## src/core/ect_defines.vh

```
// register offsets, field positions and reset values of the event counter/timer
`ifndef ECT_DEFINES_VH
`define ECT_DEFINES_VH
`define ECT_OFF_CTRL      8'h00
`define ECT_OFF_COUNT     8'h04
`define ECT_OFF_PRE_LIM   8'h08
`define ECT_OFF_PRE_CNT   8'h0c
`define ECT_OFF_MATCH_CTL 8'h10
`define ECT_OFF_EXT_CTL   8'h14
`define ECT_OFF_CAP_CTL   8'h18
`define ECT_OFF_CAP_VAL   8'h1c
`define ECT_OFF_MATCH0    8'h20
`define ECT_OFF_MATCH1    8'h24
`define ECT_OFF_MATCH2    8'h28
`define ECT_OFF_MATCH3    8'h2c
`define ECT_OFF_INT_STAT  8'h30
`define ECT_OFF_INT_MASK  8'h34
// control fields
`define ECT_CTRL_EN       0
`define ECT_CTRL_RST      1
`define ECT_CTRL_MODE_LO  2
`define ECT_CTRL_MODE_HI  3
`define ECT_MODE_TIMER    2'b00
`define ECT_MODE_RISE     2'b01
`define ECT_MODE_FALL     2'b10
`define ECT_MODE_BOTH     2'b11
// match control: three bits per match, base 3*i
`define ECT_MCTL_INT      0
`define ECT_MCTL_RESET    1
`define ECT_MCTL_STOP     2
`define ECT_MCTL_STRIDE   3
// external output control: state in 3:0, action pair at 4+2*i
`define ECT_EXT_ACT_BASE  4
`define ECT_ACT_NONE      2'b00
`define ECT_ACT_LOW       2'b01
`define ECT_ACT_HIGH      2'b10
`define ECT_ACT_TOGGLE    2'b11
// capture control
`define ECT_CCTL_RISE     0
`define ECT_CCTL_FALL     1
`define ECT_CCTL_INT      2
`define ECT_CCTL_CLR_RISE 3
`define ECT_CCTL_CLR_FALL 4
// interrupt status: matches in 3:0, capture in 4
`define ECT_STAT_CAP      4
// reset values
`define ECT_RST_CTRL      4'h0
`define ECT_RST_MCTL      12'h000
`define ECT_RST_EXT       12'h000
`define ECT_RST_CCTL      5'h00
`define ECT_RST_STAT      5'h00
// bus answers
`define ECT_RESP_OKAY     2'b00
`define ECT_RESP_SLVERR   2'b10
`endif

```

## src/core/ect_timer.v

```verilog
// event counter/timer with prescaler, four matches, one capture, axi4-lite slave
// How it works
// - width parameter: build two 32-bit, two 16-bit
// - prescaler as wide as the counter
// - timer mode counts clocks through prescaler
// - counter mode counts edges of count pin
// - four match registers compared with count
// - continuous match: keep running, optional interrupt
// - stop match halts counter and prescaler
// - reset match zeroes count, keeps counting
// - four match outputs: low, high, toggle, none
// - capture pin edge copies count to register
// - capture may raise interrupt when enabled
// - selected capture edge clears count and prescaler
// - clear on leading, capture on trailing edge
//
// Our own choices: the register offsets and the AXI4-Lite interface to the registers.
`include "ect_defines.vh"
module ect_timer #(
	parameter CNT_W  = 32,
	parameter ADDR_W = 8
) (
	input  wire              aclk,
	input  wire              aresetn,
	input  wire [ADDR_W-1:0] s_axi_awaddr,
	input  wire              s_axi_awvalid,
	output reg               s_axi_awready,
	input  wire [31:0]       s_axi_wdata,
	input  wire [3:0]        s_axi_wstrb,
	input  wire              s_axi_wvalid,
	output reg               s_axi_wready,
	output reg  [1:0]        s_axi_bresp,
	output reg               s_axi_bvalid,
	input  wire              s_axi_bready,
	input  wire [ADDR_W-1:0] s_axi_araddr,
	input  wire              s_axi_arvalid,
	output reg               s_axi_arready,
	output reg  [31:0]       s_axi_rdata,
	output reg  [1:0]        s_axi_rresp,
	output reg               s_axi_rvalid,
	input  wire              s_axi_rready,
	input  wire              cnt_pin,
	input  wire              cap_pin,
	output reg  [3:0]        match_out,
	output reg               irq
);
	localparam [CNT_W-1:0] ZERO = {CNT_W{1'b0}};

	function [31:0] zext;
		input [CNT_W-1:0] v;
		begin
			zext = 32'h0000_0000;
			zext[CNT_W-1:0] = v;
		end
	endfunction

	// byte strobes to a bit mask; unstrobed lanes keep their old bits
	function [31:0] lane_mask;
		input [3:0] st;
		integer     b;
		begin
			lane_mask = 32'h0000_0000;
			for (b = 0; b < 4; b = b + 1) begin
				if (st[b])
					lane_mask[b*8 +: 8] = 8'hff;
			end
		end
	endfunction

	// pin synchronisers; the third stage only feeds the edge detectors
	reg cnt_s1_q, cnt_s2_q, cnt_s3_q;
	reg cap_s1_q, cap_s2_q, cap_s3_q;

	reg [3:0]       ctrl_q;
	reg [CNT_W-1:0] count_q;
	reg [CNT_W-1:0] pre_lim_q;
	reg [CNT_W-1:0] pre_cnt_q;
	reg [11:0]      mctl_q;
	reg [11:0]      ext_q;
	reg [4:0]       cctl_q;
	reg [CNT_W-1:0] cap_q;
	reg [CNT_W-1:0] match_q [0:3];
	reg [4:0]       stat_q;
	reg [4:0]       mask_q;

	reg              aw_have_q, w_have_q;
	reg [ADDR_W-1:0] awaddr_q;
	reg [31:0]       wdata_q;
	reg [3:0]        wstrb_q;

	wire cnt_rise = cnt_s2_q & ~cnt_s3_q;
	wire cnt_fall = ~cnt_s2_q & cnt_s3_q;
	wire cap_rise = cap_s2_q & ~cap_s3_q;
	wire cap_fall = ~cap_s2_q & cap_s3_q;

	wire [1:0] mode = ctrl_q[`ECT_CTRL_MODE_HI:`ECT_CTRL_MODE_LO];
	reg        src_evt;
	always @* begin
		case (mode)
			`ECT_MODE_TIMER: src_evt = 1'b1;
			`ECT_MODE_RISE:  src_evt = cnt_rise;
			`ECT_MODE_FALL:  src_evt = cnt_fall;
			default:         src_evt = cnt_rise | cnt_fall;
		endcase
	end

	wire run     = ctrl_q[`ECT_CTRL_EN] & ~ctrl_q[`ECT_CTRL_RST];
	wire pre_adv = run & src_evt;
	wire pre_wrp = pre_adv & (pre_cnt_q == pre_lim_q);

	reg [3:0] hit;
	reg [3:0] hit_int;
	reg       hit_rst;
	reg       hit_stop;
	integer   i;
	integer   k;
	always @* begin
		hit_rst  = 1'b0;
		hit_stop = 1'b0;
		for (i = 0; i < 4; i = i + 1) begin
			hit[i]     = pre_wrp & (count_q == match_q[i]);
			hit_int[i] = hit[i] & mctl_q[i*`ECT_MCTL_STRIDE + `ECT_MCTL_INT];
			hit_rst    = hit_rst | (hit[i] & mctl_q[i*`ECT_MCTL_STRIDE + `ECT_MCTL_RESET]);
			hit_stop   = hit_stop | (hit[i] & mctl_q[i*`ECT_MCTL_STRIDE + `ECT_MCTL_STOP]);
		end
	end

	wire cap_evt = (cctl_q[`ECT_CCTL_RISE] & cap_rise) | (cctl_q[`ECT_CCTL_FALL] & cap_fall);
	wire cap_clr = (cctl_q[`ECT_CCTL_CLR_RISE] & cap_rise) |
	               (cctl_q[`ECT_CCTL_CLR_FALL] & cap_fall);
	wire [4:0] stat_set = {cap_evt & cctl_q[`ECT_CCTL_INT], hit_int};

	wire       wr_en = aw_have_q & w_have_q & ~s_axi_bvalid;
	wire [7:0] wa    = {{(8-ADDR_W+2){1'b0}}, awaddr_q[ADDR_W-1:2]} << 2;
	reg        wr_ok;
	always @* begin
		case (wa)
			`ECT_OFF_CTRL, `ECT_OFF_COUNT, `ECT_OFF_PRE_LIM, `ECT_OFF_PRE_CNT,
			`ECT_OFF_MATCH_CTL, `ECT_OFF_EXT_CTL, `ECT_OFF_CAP_CTL, `ECT_OFF_CAP_VAL,
			`ECT_OFF_MATCH0, `ECT_OFF_MATCH1, `ECT_OFF_MATCH2, `ECT_OFF_MATCH3,
			`ECT_OFF_INT_STAT, `ECT_OFF_INT_MASK: wr_ok = 1'b1;
			default: wr_ok = 1'b0;
		endcase
	end
	wire [31:0] wv = wdata_q;
	wire [3:0]  ws = wstrb_q;
	wire [31:0] bm = lane_mask(ws);
	wire [31:0] wn = wv & bm;

	// read decode
	wire [7:0] ra = {{(8-ADDR_W+2){1'b0}}, s_axi_araddr[ADDR_W-1:2]} << 2;
	reg [31:0] rd_d;
	reg [1:0]  rresp_d;
	always @* begin
		rd_d    = 32'h0000_0000;
		rresp_d = `ECT_RESP_OKAY;
		case (ra)
			`ECT_OFF_CTRL:      rd_d[3:0] = ctrl_q;
			`ECT_OFF_COUNT:     rd_d = zext(count_q);
			`ECT_OFF_PRE_LIM:   rd_d = zext(pre_lim_q);
			`ECT_OFF_PRE_CNT:   rd_d = zext(pre_cnt_q);
			`ECT_OFF_MATCH_CTL: rd_d[11:0] = mctl_q;
			`ECT_OFF_EXT_CTL:   rd_d[11:0] = {ext_q[11:4], match_out};
			`ECT_OFF_CAP_CTL:   rd_d[4:0] = cctl_q;
			`ECT_OFF_CAP_VAL:   rd_d = zext(cap_q);
			`ECT_OFF_MATCH0:    rd_d = zext(match_q[0]);
			`ECT_OFF_MATCH1:    rd_d = zext(match_q[1]);
			`ECT_OFF_MATCH2:    rd_d = zext(match_q[2]);
			`ECT_OFF_MATCH3:    rd_d = zext(match_q[3]);
			`ECT_OFF_INT_STAT:  rd_d[4:0] = stat_q;
			`ECT_OFF_INT_MASK:  rd_d[4:0] = mask_q;
			default:            rresp_d = `ECT_RESP_SLVERR;
		endcase
	end

	// bus handshakes
	always @(posedge aclk) begin
		if (!aresetn) begin
			s_axi_awready <= 1'b0;
			s_axi_wready  <= 1'b0;
			s_axi_arready <= 1'b0;
			s_axi_bvalid  <= 1'b0;
			s_axi_bresp   <= `ECT_RESP_OKAY;
			s_axi_rvalid  <= 1'b0;
			s_axi_rresp   <= `ECT_RESP_OKAY;
			s_axi_rdata   <= 32'h0000_0000;
			aw_have_q     <= 1'b0;
			w_have_q      <= 1'b0;
			awaddr_q      <= {ADDR_W{1'b0}};
			wdata_q       <= 32'h0000_0000;
			wstrb_q       <= 4'h0;
		end else begin
			s_axi_awready <= ~aw_have_q & ~(s_axi_awvalid & s_axi_awready) & ~s_axi_bvalid;
			s_axi_wready  <= ~w_have_q & ~(s_axi_wvalid & s_axi_wready) & ~s_axi_bvalid;
			if (s_axi_awvalid && s_axi_awready) begin
				aw_have_q <= 1'b1;
				awaddr_q  <= s_axi_awaddr;
			end
			if (s_axi_wvalid && s_axi_wready) begin
				w_have_q <= 1'b1;
				wdata_q  <= s_axi_wdata;
				wstrb_q  <= s_axi_wstrb;
			end
			if (wr_en) begin
				aw_have_q    <= 1'b0;
				w_have_q     <= 1'b0;
				s_axi_bvalid <= 1'b1;
				s_axi_bresp  <= wr_ok ? `ECT_RESP_OKAY : `ECT_RESP_SLVERR;
			end else if (s_axi_bvalid && s_axi_bready) begin
				s_axi_bvalid <= 1'b0;
			end
			s_axi_arready <= ~s_axi_rvalid & ~(s_axi_arvalid & s_axi_arready);
			if (s_axi_arvalid && s_axi_arready) begin
				s_axi_rvalid <= 1'b1;
				s_axi_rdata  <= rd_d;
				s_axi_rresp  <= rresp_d;
			end else if (s_axi_rvalid && s_axi_rready) begin
				s_axi_rvalid <= 1'b0;
			end
		end
	end

	// timer core; hardware effects come after software writes so they win
	always @(posedge aclk) begin
		if (!aresetn) begin
			{cnt_s1_q, cnt_s2_q, cnt_s3_q} <= 3'b000;
			{cap_s1_q, cap_s2_q, cap_s3_q} <= 3'b000;
			ctrl_q    <= `ECT_RST_CTRL;
			count_q   <= ZERO;
			pre_lim_q <= ZERO;
			pre_cnt_q <= ZERO;
			mctl_q    <= `ECT_RST_MCTL;
			ext_q     <= `ECT_RST_EXT;
			cctl_q    <= `ECT_RST_CCTL;
			cap_q     <= ZERO;
			match_q[0] <= ZERO;
			match_q[1] <= ZERO;
			match_q[2] <= ZERO;
			match_q[3] <= ZERO;
			stat_q    <= `ECT_RST_STAT;
			mask_q    <= `ECT_RST_STAT;
			match_out <= 4'h0;
			irq       <= 1'b0;
		end else begin
			cnt_s1_q <= cnt_pin;
			cnt_s2_q <= cnt_s1_q;
			cnt_s3_q <= cnt_s2_q;
			cap_s1_q <= cap_pin;
			cap_s2_q <= cap_s1_q;
			cap_s3_q <= cap_s2_q;
			if (wr_en) begin
				case (wa)
					`ECT_OFF_CTRL:      ctrl_q <= (ctrl_q & ~bm[3:0]) | wn[3:0];
					`ECT_OFF_COUNT:     count_q <= (count_q & ~bm[CNT_W-1:0]) | wn[CNT_W-1:0];
					`ECT_OFF_PRE_LIM:   pre_lim_q <= (pre_lim_q & ~bm[CNT_W-1:0]) | wn[CNT_W-1:0];
					`ECT_OFF_PRE_CNT:   pre_cnt_q <= (pre_cnt_q & ~bm[CNT_W-1:0]) | wn[CNT_W-1:0];
					`ECT_OFF_MATCH_CTL: mctl_q <= (mctl_q & ~bm[11:0]) | wn[11:0];
					`ECT_OFF_EXT_CTL: begin
						ext_q     <= (ext_q & ~bm[11:0]) | wn[11:0];
						match_out <= (match_out & ~bm[3:0]) | wn[3:0];
					end
					`ECT_OFF_CAP_CTL:   cctl_q <= (cctl_q & ~bm[4:0]) | wn[4:0];
					`ECT_OFF_MATCH0:    match_q[0] <= (match_q[0] & ~bm[CNT_W-1:0]) | wn[CNT_W-1:0];
					`ECT_OFF_MATCH1:    match_q[1] <= (match_q[1] & ~bm[CNT_W-1:0]) | wn[CNT_W-1:0];
					`ECT_OFF_MATCH2:    match_q[2] <= (match_q[2] & ~bm[CNT_W-1:0]) | wn[CNT_W-1:0];
					`ECT_OFF_MATCH3:    match_q[3] <= (match_q[3] & ~bm[CNT_W-1:0]) | wn[CNT_W-1:0];
					`ECT_OFF_INT_MASK:  mask_q <= (mask_q & ~bm[4:0]) | wn[4:0];
					default: ;
				endcase
			end
			// narrower counters wrap at their own width
			if (pre_adv)
				pre_cnt_q <= pre_wrp ? ZERO : pre_cnt_q + 1'b1;
			if (pre_wrp) begin
				if (hit_rst)
					count_q <= ZERO;
				else if (!hit_stop)
					count_q <= count_q + 1'b1;
			end
			if (hit_stop) begin
				ctrl_q[`ECT_CTRL_EN] <= 1'b0;
				pre_cnt_q <= ZERO;
			end
			for (k = 0; k < 4; k = k + 1) begin
				if (hit[k]) begin
					case (ext_q[`ECT_EXT_ACT_BASE + 2*k +: 2])
						`ECT_ACT_LOW:    match_out[k] <= 1'b0;
						`ECT_ACT_HIGH:   match_out[k] <= 1'b1;
						`ECT_ACT_TOGGLE: match_out[k] <= ~match_out[k];
						default:         match_out[k] <= match_out[k];
					endcase
				end
			end
			if (cap_evt)
				cap_q <= count_q;
			// software reset holds both counters at zero while set
			if (cap_clr || ctrl_q[`ECT_CTRL_RST]) begin
				count_q   <= ZERO;
				pre_cnt_q <= ZERO;
			end
			// a new event in the clearing cycle stays set
			if (wr_en && wa == `ECT_OFF_INT_STAT)
				stat_q <= (stat_q & ~wn[4:0]) | stat_set;
			else
				stat_q <= stat_q | stat_set;
			irq <= |(stat_q & mask_q);
		end
	end
endmodule // ect_timer

```

## config.mk

```make
export PLATFORM = sky130hd
export DESIGN_NAME = ect_timer
export DESIGN_NICKNAME = d
export VERILOG_FILES = /design/src/core/ect_timer.v
export VERILOG_INCLUDE_DIRS = /design/src /design/src/core
export SDC_FILE = /design/constraint.sdc
export NUM_CORES = 1
export LEC_CHECK = 0
export ABC_AREA = 0
export BUFFER_PORTS_ARGS = -buffer_cell sky130_fd_sc_hd__buf_4
export CAP_MARGIN = 20
export CORE_ASPECT_RATIO = 0.8
export CORE_MARGIN = 8
export CORE_UTILIZATION = 30
export DETAILED_ROUTE_END_ITERATION = 7
export REMOVE_ABC_BUFFERS = 1
export SLEW_MARGIN = 0
export SYNTH_ARGS = -nofsm -noshare
export SYNTH_HDL_FRONTEND = slang
export SYNTH_SLANG_ARGS = --single-unit
```

## constraint.sdc

```tcl
create_clock -name aclk -period 4.7 [get_ports aclk]
set_input_delay 0.705 -clock aclk [delete_from_list [all_inputs] [get_ports aclk]]
set_output_delay 0.705 -clock aclk [all_outputs]
set_load 0.05 [all_outputs]
```

* After elaboration in Yosys (flattened, before gate mapping)
Memories as Yosys holds them, arrays and structs flattened. A register that Yosys moved wholly into a read port is not among the register bits.
Index checks and enable logic that the tools add are counted.
** Storage, ports and cells
- Register bits :: 269
- RAM bits :: 128
- ROM bits :: 64
- Input bits :: 61
- Output and inout bits :: 46
- Memories :: 2
** Operators by class
- Add/sub/neg operators :: 2
- Equal/unequal tests :: 48
- Mux-type cells :: 59
- Bitwise operators :: 104
- Reduce and logical (&&, ||, !) cells :: 40
** Memories
- match_q :: words 4, bits a word 32, rd ports 4, clocked after memory_dff 0, write ports 4, RTL line ect_timer.v:82 : reg [CNT_W-1:0] match_q [0:3];
- (no name shown) :: words 64, bits a word 1, rd ports 1, clocked after memory_dff 1, write ports 0, RTL line ect_timer.v:137 : case (wa)
** Operators by type and width (number)
- 2-to-1 mux 32 bit :: 13
- AND 32 bit :: 8
- OR 32 bit :: 7
- equality test 32 bit :: 5
- case mux 20 bit (8 select lines) :: 1
- equality test 6 x 4 -> 1 bit, second input constant :: 12
- case mux 7 bit (10 select lines) :: 1
- adder 32 x 1 -> 32 bit, second input constant :: 2
- case mux 4 bit (14 select lines) :: 1
- equality test 6 x 3 -> 1 bit, second input constant :: 7
- AND 1 bit :: 38
- 2-to-1 mux 8 bit :: 4
- inverter 32 bit :: 1
- 2-to-1 mux 1 bit :: 26
- AND 12 bit :: 2
- equality test 6 x 2 -> 1 bit, second input constant :: 4
- OR 12 bit :: 2
- nonzero test 2 bit :: 12
- AND 5 bit :: 4
- OR 5 bit :: 4
- equality test 2 bit, second input constant :: 9
- inverter 1 bit :: 17
- zero test 8 bit :: 2
- inequality test 4 x 1 -> 1 bit, second input constant :: 4
- other kinds (23) :: 67

* Logic depth before layout (Yosys ltp)
Gate-level depths: netlist (run 1).
- Word-level depth :: 14
- Gate-level depth with buffers :: 12

* Least setup slack after synthesis (run 1)
Ideal clock, no wire load.
- Path kind :: register to register
- From :: register s_axi_bvalid
- To :: memory match_q[3][0] (enable)
- Setup time :: 0.466 ns
- Arrival time :: 3.354 ns
- Slack :: 0.880 ns
- Stages on the path, launching flop included :: 5
- Buffers on the path :: 0
- Period minus slack after synthesis :: 3.820 ns
- Cells stage by stage :: dfxtp_1 nand3b_1 nor2_1 nand2_1 o21ai_0
** RTL lines
- from (decl) :: RTL line ect_timer.v:33 : output reg s_axi_bvalid,
- from (signal assigned) :: RTL line ect_timer.v:182 : s_axi_bvalid <= 1'b0;
- from (signal assigned) :: RTL line ect_timer.v:207 : s_axi_bvalid <= 1'b1;
- from (signal assigned) :: RTL line ect_timer.v:210 : s_axi_bvalid <= 1'b0;
- to (decl) :: RTL line ect_timer.v:82

==> flow_summary.json, run 1 <==
{
  "status": "complete, no violations",
  "post-route-period-util_pct": 82.4,
  "multi_input_area_um2": 11100,
  "clock_latency_ns": 0.59,
  "gp_congestion": 1.01,
  "cts-buffers-inserted": 43,
  "core_um2": 69100,
  "power.density_nw_per_um2": 320,
  "track_usage_pct": 21.1,
  "wl_um": 87600,
  "port_buffers": 100,
  "cts_num_sinks": 390,
  "cts_root_buffer": "clkbuf_16",
  "dieArea_um2": 78800,
  "die_w_um": 312,
  "netlist_area_um2": 21000,
  "drive_above_1_share_pct": 11.1,
  "first_global_vias": 18400,
  "fillers": 7229,
  "fp-row-count": 86,
  "ys_types": 74,
  "die_y_um": 253,
  "cts_resized": 0,
  "area_delta_synth_final_pct": 15.1,
  "regArea_um2": 9090,
  "antenna_found_initial": 2,
  "start_util_pct": 30.4,
  "required_ns": 5.18,
  "ant_nets": 0,
  "hold_viol": 0,
  "start_kind": "flip-flop",
  "fmax_mhz": 258,
  "grt_max_degree": 64,
  "fin_nets": 2544,
  "hold_slack_ns": 0.309,
  "path_clk_slew_ns": 0.07,
  "async_flop_share_pct": 0,
  "slew_headroom_pct": 22.7,
  "cts_max_level": 2,
  "rsz0062_at_grt": "no",
  "hold_path_class": "in2reg",
  "drt_pre_antenna_iters": 6,
  "critPathArrivalTime_ns": 4.35,
  "wl_per_cell_um": 25.5,
  "report.final.slew_viol_count": 0,
  "cp_max_fo": 15,
  "finClkSkew_ns": 0.0174,
  "cts_hold_buf": 0,
  "criticalPathCategory": "reg2reg",
  "setup_viol": 0,
  "yosysWarnings": 0,
  "setup_tns_ns": 0,
  "cap_violations": 0,
  "synth_edf_count": 128,
  "synth_ff_type": "dfxtp_1",
  "dr_total_vias": 19800,
  "cp-end-kind": "flip-flop",
  "tightestPinTransition_ns": 1.16,
  "leakagePower_nw": 8.50,
  "netlist_instances": 2460,
  "io_pins": 107,
  "cts_tree": "yes",
  "ys_ff_latch": 390,
  "post_cts_buffers": 0,
  "drtIter0Drc": 3013,
  "clock_path_buffers": 3,
  "yosysSeqAreaShare_pct": 43.3,
  "period_needed_ns": 3.87,
  "grt_pass1_wl_um": 127000,
  "syn_area_per_cell_um2": 8.53,
  "dp_hpwl_um": 62000,
  "via_per_inst": 5.77,
  "max-vdd-ir-drop_mv": 0.180,
  "overflow": 0,
  "drc": 0
}
[logic make-up (layout without fill, tap and decap cells)]
family	after synthesis	after routing	share of synthesized area (%)
AND/OR/NAND/NOR	990	990	23.0
AO/OA/AOI/OAI	620	620	18.3
flip-flops	390	390	43.3
buffers and inverters	212	258	4.39
XOR/XNOR	165	165	6.99
multiplexers	74	74	3.55
adder cells (fa/ha/maj)	8	8	0.477
other	1	4	0.0179
[where the power goes]
group	internal (W)	switching, W
clock	0.00218	0.00147
combinational	0.000142	0.000302
sequential	0.00354	0.0000939
total	0.00586	0.00187
[path summary, 6_finish.rpt]
check / from / to / slack (ns) / depth (start not counted)
max reg2reg: flip-flop / count_q[0] / 0.83 / 9
max: flip-flop / count_q[0] / 0.83 / 9
min reg2reg: flip-flop / s_axi_bresp[1] / 0.41 / 1
min: s_axi_rready / s_axi_rvalid / 0.31 / 2
[Yosys cell counts (all sizes together), types with 55 or more instances]
cell type | instances | area share (%)
edfxtp | 128 | 18
a21oi | 332 | 7.9
buf | 61 | 1.7
xor2 | 67 | 2.8
dfxtp | 262 | 25
xnor2 | 98 | 4.2
a22oi | 55 | 2.0
mux2i | 70 | 3.3
clkbuf | 133 | 2.4
nand2 | 369 | 6.6
nor2 | 164 | 2.9
nand3 | 93 | 2.2
nand2b | 143 | 4.3
[worst max-delay path, cell delays in order (launching register included)]
cell	delay [ns]
dfxtp_1	0.40
xnor2_1	0.52
nand4_1	0.23
nor4_4	0.46
nand4_1	0.18
a221oi_2	0.54
and2_1	0.76
buf_4	0.36
o22ai_1	0.11
o21a_1	0.21
[through the flow]
stage | power [W] | setup slack, ns | instance area (um2) | utilization [%] | instances
finish | 0.00773 | 0.828 | 24200 | 35.0 | 3433
floorplan | 0.00388 | -0.339 | 20100 | - | 2267
detailed placement | 0.00413 | 1.10 | 22600 | 32.7 | 3351
global route | 0.00791 | 0.832 | 24200 | 35.0 | 3431
CTS | 0.00774 | 1.07 | 24100 | 34.9 | 3428
global placement | 0.00413 | 1.10 | 22600 | 32.7 | 3350
[layer usage]
| metal | track usage [%] | up-vias | part of all wire (%) |
|---|---|---|---|
| met3 | 6.14 | 203 | 13 |
| met2 | 30.8 | 1258 | 42 |
| met4 | 7.16 | 2 | 3.2 |
| li1 | - | 8775 | - |
| met5 | 0 | - | 0.15 |
| met1 | 29.6 | 9569 | 42 |
[cells in the final DEF (no fill, tap or decap), types with 26 or more instances in the layout]
master and count:
clkbuf_16 47, a22o_1 26, o21ai_0 49, nand3_1 92
nand4_1 45, dfxtp_1 262, a22oi_1 54, a21oi_1 331
and3_1 28, nand2b_1 143, xor2_1 67, nor2_1 159
buf_4 159, nor3_1 28, xnor2_1 95, mux2i_1 70
nor4_1 34, nand2_1 368, a221oi_1 34, edfxtp_1 128
[final cells by class]
cell class              instances  share of cell area [%]
multi-input cells            1859                    45.9
flip-flops and latches        390                    37.6
clock buffers                  59                    5.30
repair buffers                163                    5.22
well taps                     924                    4.79
clock inverters                18                   0.891
inverters                      18                   0.300
diodes                          2                  0.0207
(Power assumes the default switching activity.)
==> inputs of run 2 (changes only) <==
Clock period 4.7 ns to 3.3 ns, I/O delays scaled along.
==> flow_summary.json, run 2 (same netlist as run 1, synthesis figures left out) <==
{
  "core_um2": 69100,
  "gp_congestion": 0.982,
  "rsz0062_at_grt": "no",
  "via_per_inst": 5.67,
  "drc": 0,
  "fin_ws_ns": 0.0951,
  "drive_above_1_share_pct": 15.0,
  "path_clk_slew_ns": 0.06,
  "crit_slowest_cell": "nor4_4",
  "overflow": 0,
  "fin_nets": 2649,
  "dr.max_layer_used": "met5",
  "slowest_delay_ns": 0.53,
  "dp_hpwl_um": 62200,
  "final_cells": 3542,
  "period_needed_ns": 3.20,
  "port_buffers": 100,
  "setup_viol": 0,
  "grt_max_degree": 158,
  "cts_num_sinks": 390,
  "die_y_um": 253,
  "hold_viol": 0,
  "crit_chain": "xnor2_1 > nand4_1 > nor4_4 > nand3_2 > a221o_1 > buf_4 > nor4_4 > a211oi_1 > nor4b_2",
  "crit_top_cell": "nor4_4",
  "wl_met2_um": 36500,
  "post-route-period-util_pct": 97.1,
  "power.density_nw_per_um2": 442,
  "pre_cts_ws_ns": 0.181,
  "cts-buffers-inserted": 44,
  "status": "complete, no violations",
  "post_cts_buffers": 0,
  "area_delta_synth_final_pct": 19.3,
  "antenna_found_initial": 3,
  "criticalPathCategory": "reg2reg",
  "rrSetupSlack_ns": 0.1,
  "clock_path_buffers": 3,
  "dpl.cell_count": 3458,
  "cts_tree": "yes",
  "ant_nets": 0,
  "die_w_um": 312,
  "cts_root_buffer": "clkbuf_16",
  "wl_per_cell_um": 25.0,
  "setup_tns_ns": 0,
  "critPathArrivalTime_ns": 3.70,
  "tightestPinTransition_ns": 0.972,
  "finClkSkew_ns": 0.0256,
  "cap_violations": 0,
  "drt_pre_antenna_iters": 8,
  "dr_total_vias": 20100,
  "first_global_vias": 18500,
  "grt_pass1_wl_um": 128000,
  "final_util_pct": 36.3,
  "required_ns": 3.79,
  "wl_met3_um": 12300,
  "drt-met1-wl_um": 36600,
  "fmax_mhz": 312,
  "cp_max_fo": 6,
  "io_pins": 107,
  "path_buf_inv": 1,
  "hold_path_class": "in2reg",
  "cp_top_family": "simple AND/OR/NAND/NOR gates",
  "start_kind": "flip-flop",
  "dieArea_um2": 78800,
  "layout_common_cells": "nand2_1 (368), a21oi_1 (331), dfxtp_1 (262)",
  "clock_latency_ns": 0.60,
  "layout_commonest_cell": "nand2_1",
  "wl_um": 88500,
  "cts_max_level": 2,
  "slew_headroom_pct": 35.2,
  "report.final.slew_viol_count": 0,
  "leakagePower_nw": 9.10,
  "fp-row-count": 86,
  "max-vdd-ir-drop_mv": 0.300,
  "track_usage_pct": 21.4,
  "drtIter0Drc": 3095,
  "cp-end-kind": "flip-flop",
  "start_util_pct": 30.4
}
[run 2: changes by cell type in the layout (fill, tap and decap cells not counted), sizes merged]
cell,before,now
buf,163,267
inv,19,24
clkbuf,59,63
bufinv,5,2
clkinv,11,9
clkinvlp,1,2
[run 2: metal layers]
metal | vias up | GRT usage [%]
met2 | 1339 | 31.1
met1 | 9540 | 29.7
met5 | - | 0
met4 | 2 | 7.30
met3 | 217 | 6.96
li1 | 8978 | -
[run 2: area by class of cell]
| cell class | instances | area, um2 |
|---|---|---|
| well taps | 924 | 1160 |
| inverters | 18 | 72.6 |
| diodes | 2 | 5.00 |
| fillers | 7159 | 44000 |
| multi-input cells | 1859 | 11100 |
| clock inverters | 19 | 168 |
| clock buffers | 63 | 1370 |
| repair buffers | 267 | 2100 |
| flip-flops and latches | 390 | 9090 |
[run 2: what timing repair did]
item / in CTS / in global routing
resized for setup: 0 / 4
setup endpoints to repair: 0 / 14
hold buffers: 0 / 0
[run 2: path summary, 6_finish.rpt]
kind / start / endpoint / cells after the start
worst max-delay path: flip-flop / count_q[20] / 9
worst min-delay path: s_axi_rready / s_axi_rvalid / 2
worst max register to register: flip-flop / count_q[20] / 9
worst min register to register: flip-flop / s_axi_bresp[1] / 1
[run 2: report_power, final]
group	switching, W	internal, W
logic	0.000423	0.000213
clock network	0.00219	0.00307
registers	0.000139	0.00504
total	0.00275	0.00832
[run 2: worst register-to-register path, cell delays in order (launching register included)]
cell	delay [ns]
dfxtp_1	0.31
xnor2_1	0.30
nand4_1	0.40
nor4_4	0.53
nand3_2	0.20
a221o_1	0.41
buf_4	0.20
nor4_4	0.35
a211oi_1	0.15
nor4b_2	0.27
[run 2: stage by stage]
step | hold slack (ns) | area (um2) | total power (W)
floorplan | 0.401 | 20100 | 0.00553
global placement | 0.410 | 23500 | 0.00589
detailed placement | 0.410 | 23500 | 0.00590
CTS | 0.0763 | 25000 | 0.0111
global route | 0.110 | 25100 | 0.0113
finish | 0.0896 | 25100 | 0.0111
